$ cat src/inc/tvp_defs.svh
// Offsets, field positions, reset values and timing figures of the tuning preset controller.
// Assumes a 25 MHz system clock; every count below is derived from its printed figure.
`ifndef TVP_DEFS_SVH
`define TVP_DEFS_SVH

`define TVP_CLK_NS 40
`define TVP_CLK_HZ 25000000
`define TVP_CYC_DN(ns) ((ns) / `TVP_CLK_NS)

// Register byte offsets
`define TVP_OFS_CTRL 8'h00
`define TVP_OFS_TUNE 8'h04
`define TVP_OFS_STAT 8'h08

// Control register fields
`define TVP_CTRL_SEARCH 0
`define TVP_CTRL_FASTREM 1
`define TVP_CTRL_MODE_LSB 4
`define TVP_CTRL_RST 7'h00

// Tuning register fields
`define TVP_TUNE_BAND_LSB 16
`define TVP_TUNE_FT_LSB 20

// Memory store cycle
`define TVP_MEM_W_US 115
`define TVP_ERASE_T_US 231
`define TVP_WRITE_T_US 462
`define TVP_ERASE_PULSES 500
`define TVP_WRITE_PULSES 950

// Remote fine-tune discrimination
`define TVP_REM_UP_SLOW_US 1800
`define TVP_REM_DN_SLOW_US 1700
`define TVP_REM_UP_FAST_US 120
`define TVP_REM_DN_FAST_US 80
`define TVP_REPEAT_MS 560

// Key acceptance, scan and outputs
`define TVP_ACCEPT_MS 31
`define TVP_SLOW_UP_DHZ 677
`define TVP_SLOW_DN_DHZ 84
`define TVP_FT_HZ 17305
`define TVP_FT_MID 3'h4
`define TVP_BIT_NS 3600
`define TVP_DCLK_W_NS 1300
`define TVP_BURST_REP_US 3690
`define TVP_BURST_BITS 15

`endif

$ cat src/inc/tvp_pkg.sv
// Types shared by the tuning preset controller modules.
// Assumes nothing of its surroundings.
package tvp_pkg;

  typedef enum logic [1:0] {ST_IDLE, ST_ERASE, ST_WRITE} tvp_st_e;

  typedef enum logic [2:0] {
    SC_OFF, SC_FAST_UP, SC_MED_DN, SC_SLOW_UP, SC_SLOW_DN, SC_MAN_UP, SC_MAN_DN
  } tvp_scan_e;

endpackage

$ cat src/design/tvp_disp_tx.sv
// Display burst sender: 15 bits with a clock pulse each, open-drain enables.
// Assumes go is a one-cycle pulse from logic on the same clock.
`timescale 1ns/1ps
`default_nettype none
`include "tvp_defs.svh"
module tvp_disp_tx
  import tvp_pkg::*;
(
  // Clock, reset and enable
  input  wire logic        clk,
  input  wire logic        nrst,
  input  wire logic        ce,
  // Burst request
  input  wire logic        go,
  input  wire logic [14:0] word,
  // Line enables
  output logic             busy,
  output logic             data_oe,
  output logic             clk_oe
);
  localparam logic [6:0] BITM = 7'(`TVP_CYC_DN(`TVP_BIT_NS) - 1);
  localparam logic [6:0] CLO  = 7'(`TVP_CYC_DN(`TVP_BIT_NS) - `TVP_CYC_DN(`TVP_DCLK_W_NS));
  localparam logic [3:0] LAST = 4'(`TVP_BURST_BITS - 1);

  typedef struct packed {
    logic        act;
    logic [3:0]  bitn;
    logic [6:0]  cyc;
    logic [14:0] sh;
    logic        d_oe;
    logic        c_oe;
  } tvp_tx_s;

  tvp_tx_s s_reg;
  tvp_tx_s s_next;

  always_comb begin
    s_next = s_reg;
    if (ce) begin
      if (!s_reg.act) begin
        if (go) begin
          s_next.act  = 1'b1;
          s_next.sh   = word;
          s_next.bitn = 4'h0;
          s_next.cyc  = 7'h00;
        end
      // bit cell period
      end else if (s_reg.cyc == BITM) begin
        s_next.cyc = 7'h00;
        s_next.sh  = {s_reg.sh[13:0], 1'b0};
        // exactly fifteen pulses
        if (s_reg.bitn == LAST) begin
          s_next.act = 1'b0;
        end else begin
          s_next.bitn = s_reg.bitn + 4'h1;
        end
      end else begin
        s_next.cyc = s_reg.cyc + 7'h01;
      end
      // a one bit pulls the line low
      s_next.d_oe = s_next.act & s_next.sh[14];
      // lines released between bursts
      s_next.c_oe = s_next.act && (s_next.cyc >= CLO);
    end
  end

  always_ff @(posedge clk) begin
    if (!nrst) begin
      s_reg <= '0;
    end else begin
      s_reg <= s_next;
    end
  end

  assign busy    = s_reg.act;
  assign data_oe = s_reg.d_oe;
  assign clk_oe  = s_reg.c_oe;

  a_burst_start:
    assert property (@(posedge clk) disable iff (!nrst)
      ce && go && !s_reg.act |=> s_reg.act && s_reg.bitn == 4'h0 && s_reg.sh == $past(word))
    else $error("burst did not start on request");

  a_lines_idle:
    assert property (@(posedge clk) disable iff (!nrst)
      !s_reg.act && !$past(s_reg.act) |-> !data_oe && !clk_oe)
    else $error("display line conducting outside a burst");

endmodule
`default_nettype wire

$ cat src/design/tvp_preset.sv
// Tuning preset controller: keys, remote fine tune, store cycle, scan, outputs.
// Assumes an APB master on CLOCK and asynchronous pins for all key and link inputs.
// Function
// Store tuning, band, fine tune on store-low
// Ignore store during search or store
// Erase old word before writing new
// Store-high steps band cyclically
// Panel fine tune decoded as three levels
// One step per panel press
// Slow remote thresholds 1.8 ms, 1.7 ms
// Fast remote thresholds 120 us, 80 us
// Held remote command steps every 0.56 s
// Short remote train gives one step
// Program lines read as binary value
// Memory timing differs erase versus write
// Outside pulses memory supply by timing
// Auto fast up halved on UHF, S
// Medium down is quarter of fast up
// Slow up 67.7 Hz, down 8.4 Hz
// Manual rate halved on UHF, S
// 13-bit pulse tuning output, 12 stored
// Display burst of 15 clock pulses
// Burst holds tuning, band, program, search
// Burst bits sent inverted
// Display lines off between bursts
// Display bit period 3.6 us
// Erase pulses 115 us in 231 us
// Write pulses 115 us in 462 us
// Fine tune square wave, eight duties
// Qualified key edge fires once
// Fixed burst field order
`timescale 1ns/1ps
`default_nettype none
`include "tvp_defs.svh"
module tvp_preset
  import tvp_pkg::*;
#(
  parameter int unsigned ERASE_PER   = `TVP_CYC_DN(`TVP_ERASE_T_US * 1000),
  parameter int unsigned WRITE_PER   = `TVP_CYC_DN(`TVP_WRITE_T_US * 1000),
  parameter int unsigned ERASE_NUM   = `TVP_ERASE_PULSES,
  parameter int unsigned WRITE_NUM   = `TVP_WRITE_PULSES,
  parameter int unsigned REM_UP_SLOW = `TVP_CYC_DN(`TVP_REM_UP_SLOW_US * 1000),
  parameter int unsigned REM_DN_SLOW = `TVP_CYC_DN(`TVP_REM_DN_SLOW_US * 1000),
  parameter int unsigned REPEAT_CYC  = `TVP_CYC_DN(`TVP_REPEAT_MS * 1000000),
  parameter int unsigned ACCEPT_CYC  = `TVP_CYC_DN(`TVP_ACCEPT_MS * 1000000),
  parameter int unsigned SLOW_UP_PER = `TVP_CLK_HZ * 10 / `TVP_SLOW_UP_DHZ,
  parameter int unsigned SLOW_DN_PER = `TVP_CLK_HZ * 10 / `TVP_SLOW_DN_DHZ,
  parameter int unsigned BURST_PER   = `TVP_CYC_DN(`TVP_BURST_REP_US * 1000)
) (
  // Clock, reset, enable
  input  wire logic        CLOCK,
  input  wire logic        NRST,
  input  wire logic        CE,
  // APB slave
  input  wire logic        PSEL,
  input  wire logic        PENABLE,
  input  wire logic        PWRITE,
  input  wire logic [7:0]  PADDR,
  input  wire logic [31:0] PWDATA,
  output logic [31:0]      PRDATA,
  output logic             PREADY,
  output logic             PSLVERR,
  // Three-level keys as high and low comparator lines
  input  wire logic        STORE_HI,
  input  wire logic        STORE_LO,
  input  wire logic        FT_HI,
  input  wire logic        FT_LO,
  // Remote, program lines, search oscillator
  input  wire logic        REMOTE_IN,
  input  wire logic [3:0]  PROGRAM_SELECT,
  input  wire logic        SPEED_OSC,
  // Preset memory
  output logic [3:0]       MEM_ADDR,
  output logic [16:0]      MEM_WORD,
  output logic             MEM_ERASE,
  output logic             MEM_WRITE,
  output logic             MEM_TIMING_O,
  output logic             MEM_TIMING_OE,
  // Tuning and fine tune outputs
  output logic             TUNE_O,
  output logic             TUNE_OE,
  output logic             FT_O,
  output logic             FT_OE,
  // Display link
  output logic             DCLK_O,
  output logic             DCLK_OE,
  output logic             DDATA_O,
  output logic             DDATA_OE
);
  localparam logic [23:0] EP  = 24'(ERASE_PER - 1);
  localparam logic [23:0] WP  = 24'(WRITE_PER - 1);
  localparam logic [9:0]  EN  = 10'(ERASE_NUM - 1);
  localparam logic [9:0]  WN  = 10'(WRITE_NUM - 1);
  localparam logic [23:0] MW  = 24'(ERASE_PER * `TVP_MEM_W_US / `TVP_ERASE_T_US);
  localparam logic [23:0] RUS = 24'(REM_UP_SLOW);
  localparam logic [23:0] RDS = 24'(REM_DN_SLOW);
  localparam logic [23:0] RUF = 24'(`TVP_CYC_DN(`TVP_REM_UP_FAST_US * 1000));
  localparam logic [23:0] RDF = 24'(`TVP_CYC_DN(`TVP_REM_DN_FAST_US * 1000));
  localparam logic [23:0] REP = 24'(REPEAT_CYC - 1);
  localparam logic [23:0] ACC = 24'(ACCEPT_CYC);
  localparam logic [23:0] SUP = 24'(SLOW_UP_PER - 1);
  localparam logic [23:0] SDN = 24'(SLOW_DN_PER - 1);
  localparam logic [23:0] BP  = 24'(BURST_PER - 1);
  localparam logic [10:0] FP  = 11'(`TVP_CLK_HZ / `TVP_FT_HZ - 1);
  localparam logic [13:0] FPW = 14'(`TVP_CLK_HZ / `TVP_FT_HZ);

  typedef struct packed {
    logic [3:0]       key1;
    logic [3:0]       key2;
    logic [3:0]       prg1;
    logic [3:0]       prg2;
    logic             rem1;
    logic             rem2;
    logic             remd;
    logic             osc1;
    logic             osc2;
    logic             oscd;
    logic [1:0][1:0]  cand;
    logic [1:0][1:0]  lvl;
    logic [1:0][23:0] kcnt;
    logic [23:0]      remw;
    logic [23:0]      rrep;
    logic             ract;
    logic             rseen;
    logic             rdn;
    logic [12:0]      tune;
    logic [1:0]       band;
    logic [2:0]       ft;
    tvp_st_e          st;
    logic [23:0]      pcnt;
    logic [9:0]       npul;
    logic [16:0]      word;
    logic [3:0]       addr;
    logic             mem_on;
    logic [6:0]       ctrl;
    logic [31:0]      prdata;
    logic [2:0]       odiv;
    logic [23:0]      scnt;
    logic [12:0]      acc;
    logic             tun_o;
    logic [10:0]      fcnt;
    logic             ft_o;
    logic [23:0]      bcnt;
    logic             go;
  } tvp_state_s;

  tvp_state_s s_reg;
  tvp_state_s s_next;
  logic [1:0]  ev_hi;
  logic [1:0]  ev_lo;
  logic        rup;
  logic        rdn;
  logic        rstep;
  logic        wr_tune;
  logic [31:0] rdata;
  logic        unmapped;

  always_comb begin
    rdata    = 32'h0;
    unmapped = 1'b0;
    case (PADDR)
      `TVP_OFS_CTRL: rdata = {25'h0, s_reg.ctrl};
      `TVP_OFS_TUNE: rdata = {9'h0, s_reg.ft, 2'h0, s_reg.band, 3'h0, s_reg.tune};
      `TVP_OFS_STAT: rdata = {22'h0, s_reg.ract, s_reg.mem_on, s_reg.prg2, 2'h0, s_reg.st};
      default:       unmapped = 1'b1;
    endcase
  end

  always_comb begin
    logic [1:0]  code;
    logic        fall;
    logic        fast;
    logic        srch;
    tvp_scan_e   mode;
    logic [2:0]  rlim;
    logic        ftick;
    logic        stick;
    logic        tup;
    logic        tdn;
    logic        fup;
    logic        fdn;
    logic [2:0]  sel;
    logic [13:0] thr;
    code    = 2'h0;
    fall    = 1'b0;
    fast    = s_reg.ctrl[`TVP_CTRL_FASTREM];
    srch    = s_reg.ctrl[`TVP_CTRL_SEARCH];
    mode    = tvp_scan_e'(s_reg.ctrl[`TVP_CTRL_MODE_LSB +: 3]);
    rlim    = 3'h0;
    ftick   = 1'b0;
    stick   = 1'b0;
    tup     = 1'b0;
    tdn     = 1'b0;
    fup     = 1'b0;
    fdn     = 1'b0;
    sel     = 3'h0;
    thr     = 14'h0;
    ev_hi   = 2'h0;
    ev_lo   = 2'h0;
    rup     = 1'b0;
    rdn     = 1'b0;
    rstep   = 1'b0;
    wr_tune = 1'b0;
    s_next  = s_reg;
    if (CE) begin
      s_next.key1 = {FT_LO, FT_HI, STORE_LO, STORE_HI};
      s_next.key2 = s_reg.key1;
      s_next.prg1 = PROGRAM_SELECT;
      s_next.prg2 = s_reg.prg1;
      s_next.rem1 = REMOTE_IN;
      s_next.rem2 = s_reg.rem1;
      s_next.osc1 = SPEED_OSC;
      s_next.osc2 = s_reg.osc1;
      for (int k = 0; k < 2; k++) begin
        // middle, high, low decode
        if (s_reg.key2[2*k] == s_reg.key2[2*k+1]) begin
          code = 2'h0;
        end else begin
          code = {s_reg.key2[2*k+1], s_reg.key2[2*k]};
        end
        // level must stand the acceptance time
        if (code != s_reg.cand[k]) begin
          s_next.cand[k] = code;
          s_next.kcnt[k] = 24'h0;
        end else if (s_reg.kcnt[k] != ACC) begin
          s_next.kcnt[k] = s_reg.kcnt[k] + 24'h1;
        end else if (s_reg.lvl[k] != code) begin
          s_next.lvl[k] = code;
          // only a press from middle counts
          ev_hi[k] = (s_reg.lvl[k] == 2'h0) && (code == 2'h1);
          ev_lo[k] = (s_reg.lvl[k] == 2'h0) && (code == 2'h2);
        end
      end

      // Remote pulse width measurement
      s_next.remd = s_reg.rem2;
      fall = s_reg.remd & ~s_reg.rem2;
      if (fall) begin
        s_next.remw = 24'h0;
      end else if (s_reg.rem2 && !(&s_reg.remw)) begin
        s_next.remw = s_reg.remw + 24'h1;
      end
      // width thresholds per variant
      rup = fall && (s_reg.remw > (fast ? RUF : RUS));
      rdn = fall && (s_reg.remw != 24'h0) && (s_reg.remw < (fast ? RDF : RDS));
      if (s_reg.ract) begin
        // repeat while pulses keep coming
        if (s_reg.rrep == REP) begin
          s_next.rrep  = 24'h0;
          s_next.rseen = 1'b0;
          rstep        = s_reg.rseen;
          s_next.ract  = s_reg.rseen;
        end else begin
          s_next.rrep = s_reg.rrep + 24'h1;
        end
        if ((rup && !s_reg.rdn) || (rdn && s_reg.rdn)) begin
          s_next.rseen = 1'b1;
        end
      end else if (rup || rdn) begin
        // first pulse gives one step at once
        rstep        = 1'b1;
        s_next.ract  = 1'b1;
        s_next.rdn   = rdn;
        s_next.rrep  = 24'h0;
        s_next.rseen = 1'b0;
      end
      fup = ev_hi[1] | (rstep & ~s_next.rdn);
      fdn = ev_lo[1] | (rstep & s_next.rdn);
      if (fup && !fdn && s_reg.ft != 3'h7) begin
        s_next.ft = s_reg.ft + 3'h1;
      end else if (fdn && !fup && s_reg.ft != 3'h0) begin
        s_next.ft = s_reg.ft - 3'h1;
      end

      // band steps cyclically
      if (ev_hi[0]) begin
        s_next.band = s_reg.band + 2'h1;
      end

      case (s_reg.st)
        ST_IDLE: begin
          // latch word for selected program
          if (ev_lo[0] && !srch) begin
            s_next.st   = ST_ERASE;
            s_next.word = {s_reg.tune[12:1], s_reg.band, s_reg.ft};
            s_next.addr = s_reg.prg2;
            s_next.pcnt = 24'h0;
            s_next.npul = 10'h0;
          end
        end
        ST_ERASE, ST_WRITE: begin
          // period per phase
          if (s_reg.pcnt == ((s_reg.st == ST_ERASE) ? EP : WP)) begin
            s_next.pcnt = 24'h0;
            if (s_reg.npul == ((s_reg.st == ST_ERASE) ? EN : WN)) begin
              s_next.npul = 10'h0;
              // erase always precedes write
              s_next.st   = (s_reg.st == ST_ERASE) ? ST_WRITE : ST_IDLE;
            end else begin
              s_next.npul = s_reg.npul + 10'h1;
            end
          end else begin
            s_next.pcnt = s_reg.pcnt + 24'h1;
          end
        end
        default: s_next.st = ST_IDLE;
      endcase
      // gate for the supply pulses
      s_next.mem_on = (s_reg.st != ST_IDLE) && (s_reg.pcnt < MW);

      // oscillator divide by band
      case (mode)
        SC_FAST_UP, SC_MAN_UP, SC_MAN_DN: rlim = s_reg.band[1] ? 3'h1 : 3'h0;
        SC_MED_DN:                        rlim = s_reg.band[1] ? 3'h7 : 3'h3;
        default:                          rlim = 3'h0;
      endcase
      s_next.oscd = s_reg.osc2;
      if (s_reg.osc2 && !s_reg.oscd) begin
        ftick       = (s_reg.odiv >= rlim);
        s_next.odiv = ftick ? 3'h0 : s_reg.odiv + 3'h1;
      end
      // fixed slow rates
      stick       = (s_reg.scnt >= ((mode == SC_SLOW_UP) ? SUP : SDN));
      s_next.scnt = stick ? 24'h0 : s_reg.scnt + 24'h1;
      tup = srch && (((mode == SC_FAST_UP || mode == SC_MAN_UP) && ftick) ||
                     (mode == SC_SLOW_UP && stick));
      tdn = srch && (((mode == SC_MED_DN || mode == SC_MAN_DN) && ftick) ||
                     (mode == SC_SLOW_DN && stick));
      if (tup && s_reg.tune != 13'h1fff) begin
        s_next.tune = s_reg.tune + 13'h1;
      end else if (tdn && s_reg.tune != 13'h0) begin
        s_next.tune = s_reg.tune - 13'h1;
      end

      // carry of a 13-bit accumulator
      {s_next.tun_o, s_next.acc} = {1'b0, s_reg.acc} + {1'b0, s_reg.tune};

      // eight duty positions, mid during search
      sel          = srch ? `TVP_FT_MID : s_reg.ft;
      thr          = (14'(sel) + 14'h1) * FPW;
      s_next.fcnt  = (s_reg.fcnt == FP) ? 11'h0 : s_reg.fcnt + 11'h1;
      s_next.ft_o  = (s_reg.fcnt < thr[13:3]);

      s_next.go   = (s_reg.bcnt == BP);
      s_next.bcnt = s_next.go ? 24'h0 : s_reg.bcnt + 24'h1;

      // APB read data follows the address while selected
      if (PSEL) begin
        s_next.prdata = rdata;
      end
      if (PSEL && PENABLE && PWRITE && PADDR == `TVP_OFS_CTRL) begin
        s_next.ctrl = PWDATA[6:0];
      end
      wr_tune = PSEL && PENABLE && PWRITE && (PADDR == `TVP_OFS_TUNE);
      if (wr_tune) begin
        s_next.tune = PWDATA[12:0];
        s_next.band = PWDATA[`TVP_TUNE_BAND_LSB +: 2];
        s_next.ft   = PWDATA[`TVP_TUNE_FT_LSB +: 3];
      end
    end
  end

  always_ff @(posedge CLOCK) begin
    if (!NRST) begin
      s_reg <= '0;
    end else begin
      s_reg <= s_next;
    end
  end

  // tuning msb first, band, program, search
  tvp_disp_tx u_disp (
    .clk     (CLOCK),
    .nrst    (NRST),
    .ce      (CE),
    .go      (s_reg.go),
    .word    ({s_reg.tune[12:5], s_reg.band, s_reg.prg2, s_reg.ctrl[`TVP_CTRL_SEARCH]}),
    .busy    (),
    .data_oe (DDATA_OE),
    .clk_oe  (DCLK_OE)
  );

  assign PRDATA        = s_reg.prdata;
  assign PREADY        = CE;
  assign PSLVERR       = PSEL && PENABLE && unmapped;
  assign MEM_ADDR      = s_reg.addr;
  assign MEM_WORD      = s_reg.word;
  assign MEM_ERASE     = (s_reg.st == ST_ERASE);
  assign MEM_WRITE     = (s_reg.st == ST_WRITE);
  assign MEM_TIMING_O  = 1'b0;
  assign MEM_TIMING_OE = s_reg.mem_on;
  assign TUNE_O        = 1'b0;
  assign TUNE_OE       = ~s_reg.tun_o;
  assign FT_O          = 1'b0;
  assign FT_OE         = ~s_reg.ft_o;
  assign DCLK_O        = 1'b0;
  assign DDATA_O       = 1'b0;

  a_store_start:
    assert property (@(posedge CLOCK) disable iff (!NRST)
      CE && s_reg.st == ST_IDLE && ev_lo[0] && !s_reg.ctrl[0]
      |=> s_reg.st == ST_ERASE && s_reg.word == $past({s_reg.tune[12:1], s_reg.band, s_reg.ft}))
    else $error("store did not latch the word");

  a_store_block:
    assert property (@(posedge CLOCK) disable iff (!NRST)
      CE && s_reg.ctrl[0] && s_reg.st == ST_IDLE |=> s_reg.st == ST_IDLE)
    else $error("store started during search");

  a_erase_first:
    assert property (@(posedge CLOCK) disable iff (!NRST)
      s_reg.st == ST_IDLE ##1 s_reg.st != ST_IDLE |-> s_reg.st == ST_ERASE)
    else $error("store cycle did not begin with erase");

  a_band_step:
    assert property (@(posedge CLOCK) disable iff (!NRST)
      CE && ev_hi[0] && !wr_tune |=> s_reg.band == $past(s_reg.band) + 2'h1)
    else $error("band did not advance by one");

  a_panel_step:
    assert property (@(posedge CLOCK) disable iff (!NRST)
      CE && ev_hi[1] && !rstep && !wr_tune && s_reg.ft != 3'h7
      |=> s_reg.ft == $past(s_reg.ft) + 3'h1)
    else $error("panel press did not give one step");

  a_remote_up:
    assert property (@(posedge CLOCK) disable iff (!NRST)
      CE && !s_reg.ract && !s_reg.ctrl[1] && s_reg.remd && !s_reg.rem2 && s_reg.remw > RUS
      |=> s_reg.ract && !s_reg.rdn)
    else $error("wide remote pulse not taken as up");

  a_mem_gate:
    assert property (@(posedge CLOCK) disable iff (!NRST)
      s_reg.mem_on |-> $past(s_reg.st) != ST_IDLE)
    else $error("memory timing active outside store");

  a_scan_halt:
    assert property (@(posedge CLOCK) disable iff (!NRST)
      CE && !s_reg.ctrl[0] && !wr_tune |=> s_reg.tune == $past(s_reg.tune))
    else $error("tuning moved with search off");

endmodule
`default_nettype wire

$ cat config.mk
export PLATFORM = sky130hd
export DESIGN_NAME = tvp_preset
export DESIGN_NICKNAME = d
export VERILOG_FILES = /design/src/inc/tvp_pkg.sv /design/src/design/tvp_disp_tx.sv /design/src/design/tvp_preset.sv
export VERILOG_INCLUDE_DIRS = /design/src /design/src/inc
export SDC_FILE = /design/constraint.sdc
export NUM_CORES = 1
export LEC_CHECK = 0
export ABC_AREA = 1
export BUFFER_PORTS_ARGS = -buffer_cell sky130_fd_sc_hd__buf_2
export CORE_MARGIN = 3
export CORE_UTILIZATION = 60
export CTS_CLUSTER_DIAMETER = 30
export DETAILED_ROUTE_END_ITERATION = 7
export PLACE_DENSITY = 0.84
export SETUP_SLACK_MARGIN = 0.2
export SLEW_MARGIN = 20
export SYNTH_ARGS = -nofsm -noshare
export SYNTH_HDL_FRONTEND = slang
export SYNTH_SLANG_ARGS = --single-unit
$ cat constraint.sdc
create_clock -name CLOCK -period 4.5 [get_ports CLOCK]
set_input_delay 0.45 -clock CLOCK [delete_from_list [all_inputs] [get_ports CLOCK]]
set_output_delay 0.45 -clock CLOCK [all_outputs]
set_load 0.005 [all_outputs]
==> results.tsv, run 1 <==
metric	value	unit
status	finished clean	
post-synthesis register bit count	337	
Clock Tree Buf Depth	3	
post-synth top area cell	dfxtp_1	
final setup fails	0	
maxcap violations	0	
final count of pins violating max slew	0	
Max Fanout on Critical Path	6	
Die Area	35300	µm²
Hold Path Origin	FT_HI	
FP Rows	65	
chip width	188	µm
Post-CTS Hold Fix Bufs	0	
number of synthesized flops with an enable pin	0	
area grow syn2layout	15.8	%
final wirelength	54200	µm
CP max-delay cell	fa_1	
crit path cell chain	inv_1 -> nor2_2 -> ha_1 -> xnor2_1 -> ha_1 -> inv_1 -> fa_1 -> inv_1 -> ha_1 -> inv_1 -> o21ai_0 -> a21oi_1 -> nor2_1 -> nor2_1 -> xor2_1 -> ha_1 -> nand2_1 -> o211ai_1 -> a21oi_1	
drt wl/cell	15.8	µm
Hold/Removal Path Class	input pin to flip-flop	
vias in the first global route	19453	
Chip Height	188	µm
leakage	9.49	nW
Crit. Startpoint	s_reg[175]$_SDFFE_PN0P_	
Mapped Avg Cell Area	6.90	µm²
Max-slew headroom	33.3	%
Post-synth top flop	dfxtp_1	
DP Cell Count	3292	
CTS tree	yes	
Hold Slack	0.0940	ns
RSZ-0062 raised after global routing	no	
r2r endpoint	s_reg[25]$_SDFFE_PN0P_	
antenna viol nets, final	0	
DRC	0	
Root Driver	clkbuf_16	
routed vias	19954	
clk_skew	0.0326	ns
hold endpoint	s_reg[320]$_SDFFE_PN0P_	
top-count cell post-synth	nand2_1	
Tot Pwr	9.31	mW
crit path DAT	4.39	ns
WS Path Type	flip-flop to flip-flop	
fin cells	3433	
Core Region	32000	µm²
diodes inserted	0	
Pre-antenna DRT Iters	6	
clk_lat worst skew	0.59	ns
Worst path max stage delay	0.50	ns
initial core utilization	61.9	%
clock slew at reported path FFs	0.05	ns
Total GRT Usage	30.0	%
TritonCTS buffer count	76	
R2R Setup Slk	0.52	ns
Setup crit end kind	flip-flop	
share of the synthesized area in the top cell type	34.0	%
Critical Path RT	4.92	ns
CTS H-tree lvls	3	
design area	23000	µm²
Yosys warning total	0	
setup bufs post-CTS	0	
total negative slack	0	ns
Final Cycle Share	88.4	%
global route overflow	0	
Syn Inst Count	2874	
first-pass GRT wire length	90400	µm
Max Clk Rate	0.251	GHz
via/cell ratio	5.81	
Final HPWL DP	35900	µm
crit-path leading delay family	adder cells	
PortBufs	89	
Placed Area	20200	µm²
Synth top cells by count	nand2_1 (509), nor2_1 (361), dfxtp_1 (337)	
Hold Crit Depth	3	
Worst Setup Start Kind	flip-flop	
I/O pin cnt	123	
maximum vdd ir drop	0.416	mV
Worst-Margin Slew	0.997	ns
Critical R2R Launch	s_reg[175]$_SDFFE_PN0P_	
final worst path period need	3.98	ns
nets	3083	
DRT iter0 DRCs	1647	
clk sink count	337	
final hold violation count	0	
WP buf/inv	4	
power density cells	406	nW/µm²
sequential element share of the synthesized area	34.0	%
antenna violations before repair	0	
async set-reset flop share out of synthesis	0	%
largest net degree at the start of global routing	76	
Yosys cell types	70	
leading post-synthesis cells by cell area	dfxtp_1 (34%), nand2_1 (9.6%), a21oi_1 (7.0%)	
synthesized area	19800	µm²
GPL Wtd Cong	0.955	
Largest register FFs	268	
worst r2r path cells	19	
layout cells sized above 1	11.5	%
==> cell usage in the layout, fill, tap and decap left out, drive strengths merged, types with 88 or more instances in the layout <==
cell type and instances:
dfxtp 337, buf 103, nor2 386, a21oi 279, ha 88, inv 354
nor3 110, nand2 523, nand3 156, o21ai 191
==> layer usage <==
layer	wire (µm)	vias up	global-route usage (%)
met2	26200	879	52.0
met5	0	-	0
met4	2100	0	13.3
met1	22200	9215	36.8
li1	-	9664	-
met3	3690	196	4.51
==> layout make-up <==
cell class	count	area (µm²)
timing repair buffer	103	566
tap	435	544
inverter	344	1300
sequential	337	6750
clock buffer	85	2000
multi-input combinational	2073	11100
fill	2485	9080
clock inverter	56	751
==> power by group <==
group          switching (mW)  internal (mW)
clock                    1.94           3.95
combinational           0.253          0.106
sequential             0.0333           3.04
total                    2.22           7.09
==> worst register-to-register path, stage by stage (launching register included) <==
cell      delay (ns)
dfxtp_1         0.47
inv_1           0.14
nor2_2          0.20
ha_1            0.20
xnor2_1         0.18
ha_1            0.35
inv_1           0.07
fa_1            0.50
inv_1           0.05
ha_1            0.29
inv_1           0.06
o21ai_0         0.28
a21oi_1         0.11
nor2_1          0.12
nor2_1          0.06
xor2_1          0.14
ha_1            0.30
nand2_1         0.06
o211ai_1        0.17
a21oi_1         0.08
==> how the worst max path moves through the flow <==
stage / end / slack (ns) / cells past startpoint
3_5_place_dp: s_reg[192]$_SDFFE_PN0P_ / 0.53 / 26
6_report: s_reg[25]$_SDFFE_PN0P_ / 0.52 / 19
4_1_cts: s_reg[192]$_SDFFE_PN0P_ / 0.47 / 26
2_1_floorplan: s_reg[25]$_SDFFE_PN0P_ / 1.01 / 19
3_3_place_gp: s_reg[25]$_SDFFE_PN0P_ / 0.74 / 19
5_1_grt: s_reg[192]$_SDFFE_PN0P_ / 0.19 / 25
==> cells by family (layout without fill, tap and decap cells) <==
kind of cell / Yosys count / in the layout / synth area share [%]
simple gates: 1323 / 1323 / 30.4
compound gates: 551 / 551 / 15.0
buf+inv: 483 / 588 / 10.7
flops: 337 / 337 / 34.0
fa+ha+maj: 92 / 92 / 5.96
xor+xnor: 80 / 80 / 3.57
mux: 7 / 7 / 0.353
other cells: 1 / 20 / 0.0189
==> per-stage QoR <==
step / worst slack (ns) / util [%]
after global placement: 0.739 / 63.0
after CTS: 0.472 / 71.6
after global routing: 0.191 / 71.7
after floorplan: 1.01 / -
final: 0.523 / 71.7
after detailed placement: 0.525 / 63.0
==> what timing repair did <==
item | CTS | global route
resized for setup | 0 | 4
hold endpoints to repair | 0 | 0
setup endpoints to repair | 0 | 5
No activity file was read; power rests on OpenSTA's default activity.
==> run 2: changes to the inputs <==
--- a/config.mk
+++ b/config.mk
@@ -12,7 +12,7 @@
 export CORE_UTILIZATION = 60
 export CTS_CLUSTER_DIAMETER = 30
 export DETAILED_ROUTE_END_ITERATION = 7
-export PLACE_DENSITY = 0.84
+export PLACE_DENSITY = 0.75
 export SETUP_SLACK_MARGIN = 0.2
 export SLEW_MARGIN = 20
 export SYNTH_ARGS = -nofsm -noshare
==> run 2 against run 1 <==
Flip-flop and latch count is the same. Fmax grew 2.2%. Cell count is the same. Hold slack gained 0.0028 ns. Sequential share of layout area is essentially flat. Highest routed layer unchanged. Global-route usage shrank 1.6 points. Register-to-register slack gained 0.08 ns. Setup slack gained 0.085 ns. Critical endpoint unchanged. Clock skew shrank 0.0038 ns. Design area is essentially flat.
==> results.tsv, run 2 (synthesis results as in run 1) <==
metric	value	unit	change
Final HPWL DP	35500	µm	was 35900 µm
Root Driver	clkbuf_16		unchanged
final hold violation count	0		unchanged
final setup fails	0		unchanged
r2r endpoint	s_reg[25]$_SDFFE_PN0P_		unchanged
via/cell ratio	5.60		was 5.81
hold endpoint	s_reg[321]$_SDFFE_PN0P_		was s_reg[320]$_SDFFE_PN0P_
FP Rows	65		unchanged
Hold Path Origin	FT_LO		was FT_HI
Worst Setup Start Kind	flip-flop		unchanged
commonest non-fill, non-tap cell in the layout	nand2_1		unchanged
Sw Share	22.8	%	was 23.9%
DRC	0		unchanged
PortBufs	89		unchanged
Die Area	35300	µm²	unchanged
CTS H-tree lvls	3		unchanged
crit path cell chain	nor2_1 -> ha_1 -> xnor2_1 -> ha_1 -> inv_1 -> fa_1 -> inv_1 -> ha_1 -> inv_1 -> o21ai_0 -> a21oi_1 -> nor2_1 -> nor2_1 -> xor2_1 -> ha_1 -> a21oi_1 -> o211ai_1 -> a21oi_1		was inv_1 -> nor2_2 -> ha_1 -> xnor2_1 -> ha_1 -> inv_1 -> fa_1 -> inv_1 -> ha_1 -> inv_1 -> o21ai_0 -> a21oi_1 -> nor2_1 -> nor2_1 -> xor2_1 -> ha_1 -> nand2_1 -> o211ai_1 -> a21oi_1
design area	23000	µm²	about the same
Placed Area	20200	µm²	about the same
CP max-delay cell	dfxtp_1		was fa_1
TritonCTS buffer count	77		was 76
Crit path top cell by count	ha_1		
leakage	9.51	nW	was 9.49 nW
drt wl/cell	15.0	µm	was 15.8 µm
Max Fanout on Critical Path	6		unchanged
Seq pwr share	32.8	%	was 33.0%
Max-slew headroom	28.6	%	was 33.3%
final worst path period need	3.89	ns	was 3.98 ns
worst r2r path cells	18		was 19
final count of pins violating max slew	0		unchanged
WS Path Type	flip-flop to flip-flop		unchanged
commonest non-fill, non-tap cells in the layout	nand2_1 (509), nor2_1 (361), dfxtp_1 (337), inv_1 (323), a21oi_1 (278)		was nand2_1 (509), nor2_1 (360), dfxtp_1 (337), inv_1 (323), a21oi_1 (278)
final wirelength	51400	µm	was 54200 µm
clk sink count	337		unchanged
antenna violations before repair	2		was 0
vias in the first global route	18010		was 19453
Clock Tree Buf Depth	3		unchanged
R2R Setup Slk	0.61	ns	was 0.52 ns
Total GRT Usage	28.4	%	was 30.0%
switching pwr	2.14	mW	was 2.22 mW
routed vias	19212		was 19954
Pint	7.22	mW	was 7.09 mW
initial core utilization	61.9	%	unchanged
maximum vdd ir drop	0.385	mV	was 0.416 mV
area grow syn2layout	15.9	%	was 15.8%
crit path DAT	4.39	ns	about the same
CTS tree	yes		unchanged
Pre-antenna DRT Iters	6		unchanged
maxcap violations	0		unchanged
first-pass GRT wire length	84900	µm	was 90400 µm
Critical Path RT	5.00	ns	was 4.92 ns
Worst-Margin Slew	1.07	ns	was 0.997 ns
total negative slack	0	ns	unchanged
layout cells sized above 1	11.3	%	was 11.5%
Hold/Removal Path Class	input pin to flip-flop		unchanged
Core Region	32000	µm²	unchanged
chip width	188	µm	unchanged
power density cells	407	nW/µm²	was 406 nW/µm²
logic gate share of total power	3.8	%	about the same
Tot Pwr	9.35	mW	was 9.31 mW
GPL Wtd Cong	0.914		was 0.955
Chip Height	188	µm	unchanged
DRT iter0 DRCs	1551		was 1647
Largest register FFs	268		unchanged
largest net degree at the start of global routing	86		was 76
Worst path max stage delay	0.51	ns	was 0.50 ns
Max Clk Rate	0.257	GHz	was 0.251 GHz
nets	3084		was 3083
status	finished clean		unchanged
Final Cycle Share	86.5	%	was 88.4%
Clk pwr share	63.4	%	was 63.2%
RSZ-0062 raised after global routing	no		unchanged
global route overflow	0		unchanged
I/O pin cnt	123		unchanged
clock slew at reported path FFs	0.06	ns	was 0.05 ns
Post-Place Worst Slack	0.583	ns	was 0.525 ns
final setup margin	0.608	ns	was 0.523 ns
clk_skew	0.0287	ns	was 0.0326 ns
clk_lat worst skew	0.60	ns	was 0.59 ns
antenna viol nets, final	0		unchanged
Setup crit end kind	flip-flop		unchanged
Hold Crit Depth	3		unchanged
Critical R2R Launch	s_reg[110]$_SDFFE_PN0P_		was s_reg[175]$_SDFFE_PN0P_
-- run 2: changes by cell type in the layout (fill, tap and decap cells not counted), sizes merged --
cell	previous run	this run
bufinv	12	13
clkinv	24	15
diode	0	2
clkinvlp	10	8
clkbuf	85	92
inv	354	355
-- run 2: metal layers --
metal	up-vias	GRT usage, %	part of all wire (%)
li1	9639	-	-
met1	8854	36.4	44
met4	0	11.8	3.6
met2	588	47.5	47
met3	131	4.79	5.9
met5	-	0	0
-- run 2: through the flow --
step | std cells | hold slack [ns] | util, %
after floorplan | 2893 | 0.419 | -
after global placement | 3292 | 0.427 | 63.0
after detailed placement | 3292 | 0.432 | 63.0
after CTS | 3431 | 0.0830 | 71.7
after global routing | 3433 | 0.124 | 71.7
final | 3433 | 0.0967 | 71.7
-- run 2: worst max-delay path by stage --
stage / slack [ns] / start / cells after the start / end
after detailed placement: 0.58 / s_reg[115]$_SDFFE_PN0P_ / 24 / s_reg[190]$_SDFFE_PN0P_
after floorplan: 1.01 / s_reg[175]$_SDFFE_PN0P_ / 19 / s_reg[25]$_SDFFE_PN0P_
after global routing: 0.26 / s_reg[115]$_SDFFE_PN0P_ / 24 / s_reg[190]$_SDFFE_PN0P_
after global placement: 0.73 / s_reg[115]$_SDFFE_PN0P_ / 26 / s_reg[192]$_SDFFE_PN0P_
after CTS: 0.58 / s_reg[175]$_SDFFE_PN0P_ / 19 / s_reg[25]$_SDFFE_PN0P_
final: 0.61 / s_reg[110]$_SDFFE_PN0P_ / 18 / s_reg[25]$_SDFFE_PN0P_
-- run 2: timing repair --
item / CTS / global route
resized for setup: 0 / 2
buffers inserted: 0 / 0
hold buffers: 0 / 0
endpoints found under the setup margin: 0 / 1
-- run 2: final cells by class --
| class | instances | area, µm² |
|---|---|---|
| antenna | 2 | 5.00 |
| clock buffer | 92 | 2080 |
| clock inverter | 47 | 692 |
| fill | 2680 | 9070 |
| inverter | 344 | 1300 |
| multi-input combinational | 2073 | 11000 |
| sequential | 337 | 6750 |
| tap | 435 | 544 |
| timing repair buffer | 103 | 553 |
-- run 2: power by group through the flow --
stage	clock (mW)	sequential, mW	combinational [mW]
after floorplan	0	3.12	0.268
after global placement	0	3.12	0.338
final	5.93	3.07	0.355
after CTS	5.99	3.07	0.352
after detailed placement	0	3.12	0.348
after global routing	6.17	3.07	0.400
-- run 2: critical path: cells and delay by family, from the launching register on --
kind            cells  cell delay (ns)
xor+xnor            2             0.53
simple gates        3             0.33
fa+ha+maj           5             1.50
buf+inv             3             0.14
compound gates      5             0.79
flops               1             0.51
==> run 3: changes to the inputs <==
--- a/config.mk
+++ b/config.mk
@@ -8,6 +8,7 @@
 export LEC_CHECK = 0
 export ABC_AREA = 1
 export BUFFER_PORTS_ARGS = -buffer_cell sky130_fd_sc_hd__buf_2
+export CORE_ASPECT_RATIO = 1.2
 export CORE_MARGIN = 3
 export CORE_UTILIZATION = 60
 export CTS_CLUSTER_DIAMETER = 30
==> constraint.sdc (replaced) <==
create_clock -name CLOCK -period 3.9 [get_ports CLOCK]
set_input_delay 0.39 -clock CLOCK [delete_from_list [all_inputs] [get_ports CLOCK]]
set_output_delay 0.39 -clock CLOCK [all_outputs]
set_load 0.005 [all_outputs]
==> run 3 against run 2 <==
Design area grew 1.1%. Setup slack lost 0.26 ns. Sequential share of layout area shrank 0.28 points. Fmax grew 9.6%. Non-clock buffer count grew 20. Routed wire length grew 5.3%. Count of clock-buffer cells in the layout grew 3. Total power grew 14%. Largest power group unchanged.
==> results.tsv, run 3 (synthesis results as in run 1) <==
metric	value	unit	change
Clock Tree Buf Depth	3		unchanged
leakage	9.59	nW	was 9.51 nW
routed vias	19589		was 19212
Worst Setup Start Kind	flip-flop		unchanged
Tot Pwr	10.7	mW	was 9.35 mW
Die Area	35300	µm²	about the same
nets	3104		was 3084
maximum vdd ir drop	0.417	mV	was 0.385 mV
Max-slew headroom	37.9	%	was 28.6%
Worst-Margin Slew	0.927	ns	was 1.07 ns
status	finished clean		unchanged
area grow syn2layout	17.1	%	was 15.9%
Hold/Removal Path Class	input pin to flip-flop		unchanged
R2R Setup Slk	0.35	ns	was 0.61 ns
diodes inserted	0		was 2
largest net degree at the start of global routing	81		was 86
chip width	172	µm	was 188 µm
maxcap violations	0		unchanged
Critical Path RT	4.34	ns	was 5.00 ns
Layout Utilization	71.6	%	was 71.7%
via/cell ratio	5.73		was 5.60
antenna viol nets, final	0		unchanged
area of the multi-input gates	11200	µm²	was 11000 µm²
Worst path max stage delay	0.41	ns	was 0.51 ns
initial core utilization	61.1	%	was 61.9%
fillers	2661		was 2680
design area	23200	µm²	was 23000 µm²
I/O pin cnt	123		unchanged
Setup crit end kind	flip-flop		unchanged
fin cells	3421		was 3433
Root Driver	clkbuf_16		unchanged
crit path cell chain	inv_2 -> nand3_4 -> buf_4 -> ha_1 -> nand3_1 -> nor2_2 -> nand2_1 -> nand3_1 -> nand2_1 -> nand3_2 -> nand2_2 -> nand2_4 -> nand2_8 -> ha_1 -> nand3_1 -> nand2_2 -> a21oi_1 -> inv_1 -> a31oi_2 -> or2_2 -> nand3_1 -> nand2_1 -> nand2_1 -> a21oi_1		was nor2_1 -> ha_1 -> xnor2_1 -> ha_1 -> inv_1 -> fa_1 -> inv_1 -> ha_1 -> inv_1 -> o21ai_0 -> a21oi_1 -> nor2_1 -> nor2_1 -> xor2_1 -> ha_1 -> a21oi_1 -> o211ai_1 -> a21oi_1
total negative slack	0	ns	unchanged
crit path DAT	3.99	ns	was 4.39 ns
Total GRT Usage	29.8	%	was 28.4%
TritonCTS buffer count	76		was 77
FP Rows	72		was 65
first-pass GRT wire length	87800	µm	was 84900 µm
Max Fanout on Critical Path	8		was 6
drt wl/cell	15.8	µm	was 15.0 µm
commonest non-fill, non-tap cells in the layout	nand2_1 (505), nor2_1 (355), dfxtp_1 (333), inv_1 (322), a21oi_1 (275)		was nand2_1 (509), nor2_1 (361), dfxtp_1 (337), inv_1 (323), a21oi_1 (278)
CTS tree	yes		unchanged
DP Cell Count	3277		was 3292
final worst path period need	3.55	ns	was 3.89 ns
Placed Area	20300	µm²	was 20200 µm²
Core Region	32400	µm²	was 32000 µm²
CP max-delay cell	ha_1		was dfxtp_1
final setup fails	0		unchanged
CTS H-tree lvls	3		unchanged
commonest non-fill, non-tap cell in the layout	nand2_1		unchanged
final hold violation count	0		unchanged
Largest register FFs	268		unchanged
global route overflow	0		unchanged
GPL Wtd Cong	0.915		was 0.914
Register Area	6750	µm²	about the same
clk_skew	0.0286	ns	was 0.0287 ns
Post-CTS Hold Fix Bufs	0		unchanged
PortBufs	89		unchanged
WS Path Type	flip-flop to flip-flop		unchanged
Final HPWL DP	37100	µm	was 35500 µm
Chip Height	205	µm	was 188 µm
DRC	0		unchanged
power density cells	460	nW/µm²	was 407 nW/µm²
clock slew at reported path FFs	0.05	ns	was 0.06 ns
clk sink count	337		unchanged
antenna violations before repair	0		was 2
vias in the first global route	18773		was 18010
Pre-antenna DRT Iters	6		unchanged
final count of pins violating max slew	0		unchanged
Final Cycle Share	91.1	%	was 86.5%
layout cells sized above 1	12.9	%	was 11.3%
RSZ-0062 raised after global routing	yes		was no
Max Clk Rate	0.282	GHz	was 0.257 GHz
clk_lat worst skew	0.59	ns	was 0.60 ns
final wirelength	54100	µm	was 51400 µm
DRT iter0 DRCs	1444		was 1551
## run 3: changes by cell type in the layout (fill, tap and decap cells not counted), sizes merged, moves of 2 or more
cell | previous run | this run
diode | 2 | 0
inv | 355 | 348
clkinv | 15 | 20
buf | 103 | 123
clkbuf | 92 | 95
clkinvlp | 8 | 5
## run 3: cell type report
type | count | share of cell area (%)
multi-input combinational | 2074 | 48.4
sequential | 337 | 29.1
clock buffer | 95 | 9.07
inverter | 344 | 5.60
timing repair buffer | 123 | 3.03
clock inverter | 41 | 2.57
tap | 407 | 2.19
## run 3: final timing paths
check             depth (start not counted)                 endpoint                     from
setup reg to reg                         24  s_reg[189]$_SDFFE_PN0P_  s_reg[116]$_SDFFE_PN0P_
hold reg to reg                           2   s_reg[74]$_SDFFE_PN0P_   s_reg[74]$_SDFFE_PN0P_
hold / removal                            3  s_reg[312]$_SDFFE_PN0P_        PROGRAM_SELECT[2]
setup / recovery                         24  s_reg[189]$_SDFFE_PN0P_  s_reg[116]$_SDFFE_PN0P_
## run 3: critical path, delay by kind of cell, from the launching register on
| family | cells | cell delay, ns |
|---|---|---|
| buffers and inverters | 3 | 0.37 |
| AOI/OAI and AO/OA | 3 | 0.24 |
| adders and majority gates | 2 | 0.70 |
| and+or+nand+nor | 16 | 1.74 |
| DFF | 1 | 0.33 |
## run 3: power breakdown
| part | internal [mW] | switching (mW) | leakage [nW] | total, mW |
|---|---|---|---|---|
| logic | 0.126 | 0.292 | 5.55 | 0.418 |
| clock network | 4.62 | 2.09 | 1.31 | 6.71 |
| registers | 3.51 | 0.0386 | 2.73 | 3.54 |
## run 3: layer usage
metal | vias to the layer above | wire length, µm | track usage [%]
met4 | 0 | 2090 | 13.5
met1 | 9168 | 22300 | 35.2
met5 | - | 0 | 0
met3 | 155 | 2850 | 4.63
li1 | 9667 | - | -
met2 | 599 | 26900 | 52.8
## run 3: timing repair
item / in CTS / in global routing
pin swaps: 0 / 3
endpoints found under the setup margin: 6 / 9
cloned: 0 / 1
buffers inserted: 0 / 7
resized for setup: 5 / 37
## run 3: per-stage QoR
step                      hold slack (ns)  worst slack [ns]
final                              0.0390             0.348
after global routing               0.0492            0.0792
after global placement              0.426             0.171
after floorplan                     0.419             0.412
after detailed placement            0.432            0.0841
after CTS                          0.0265             0.225
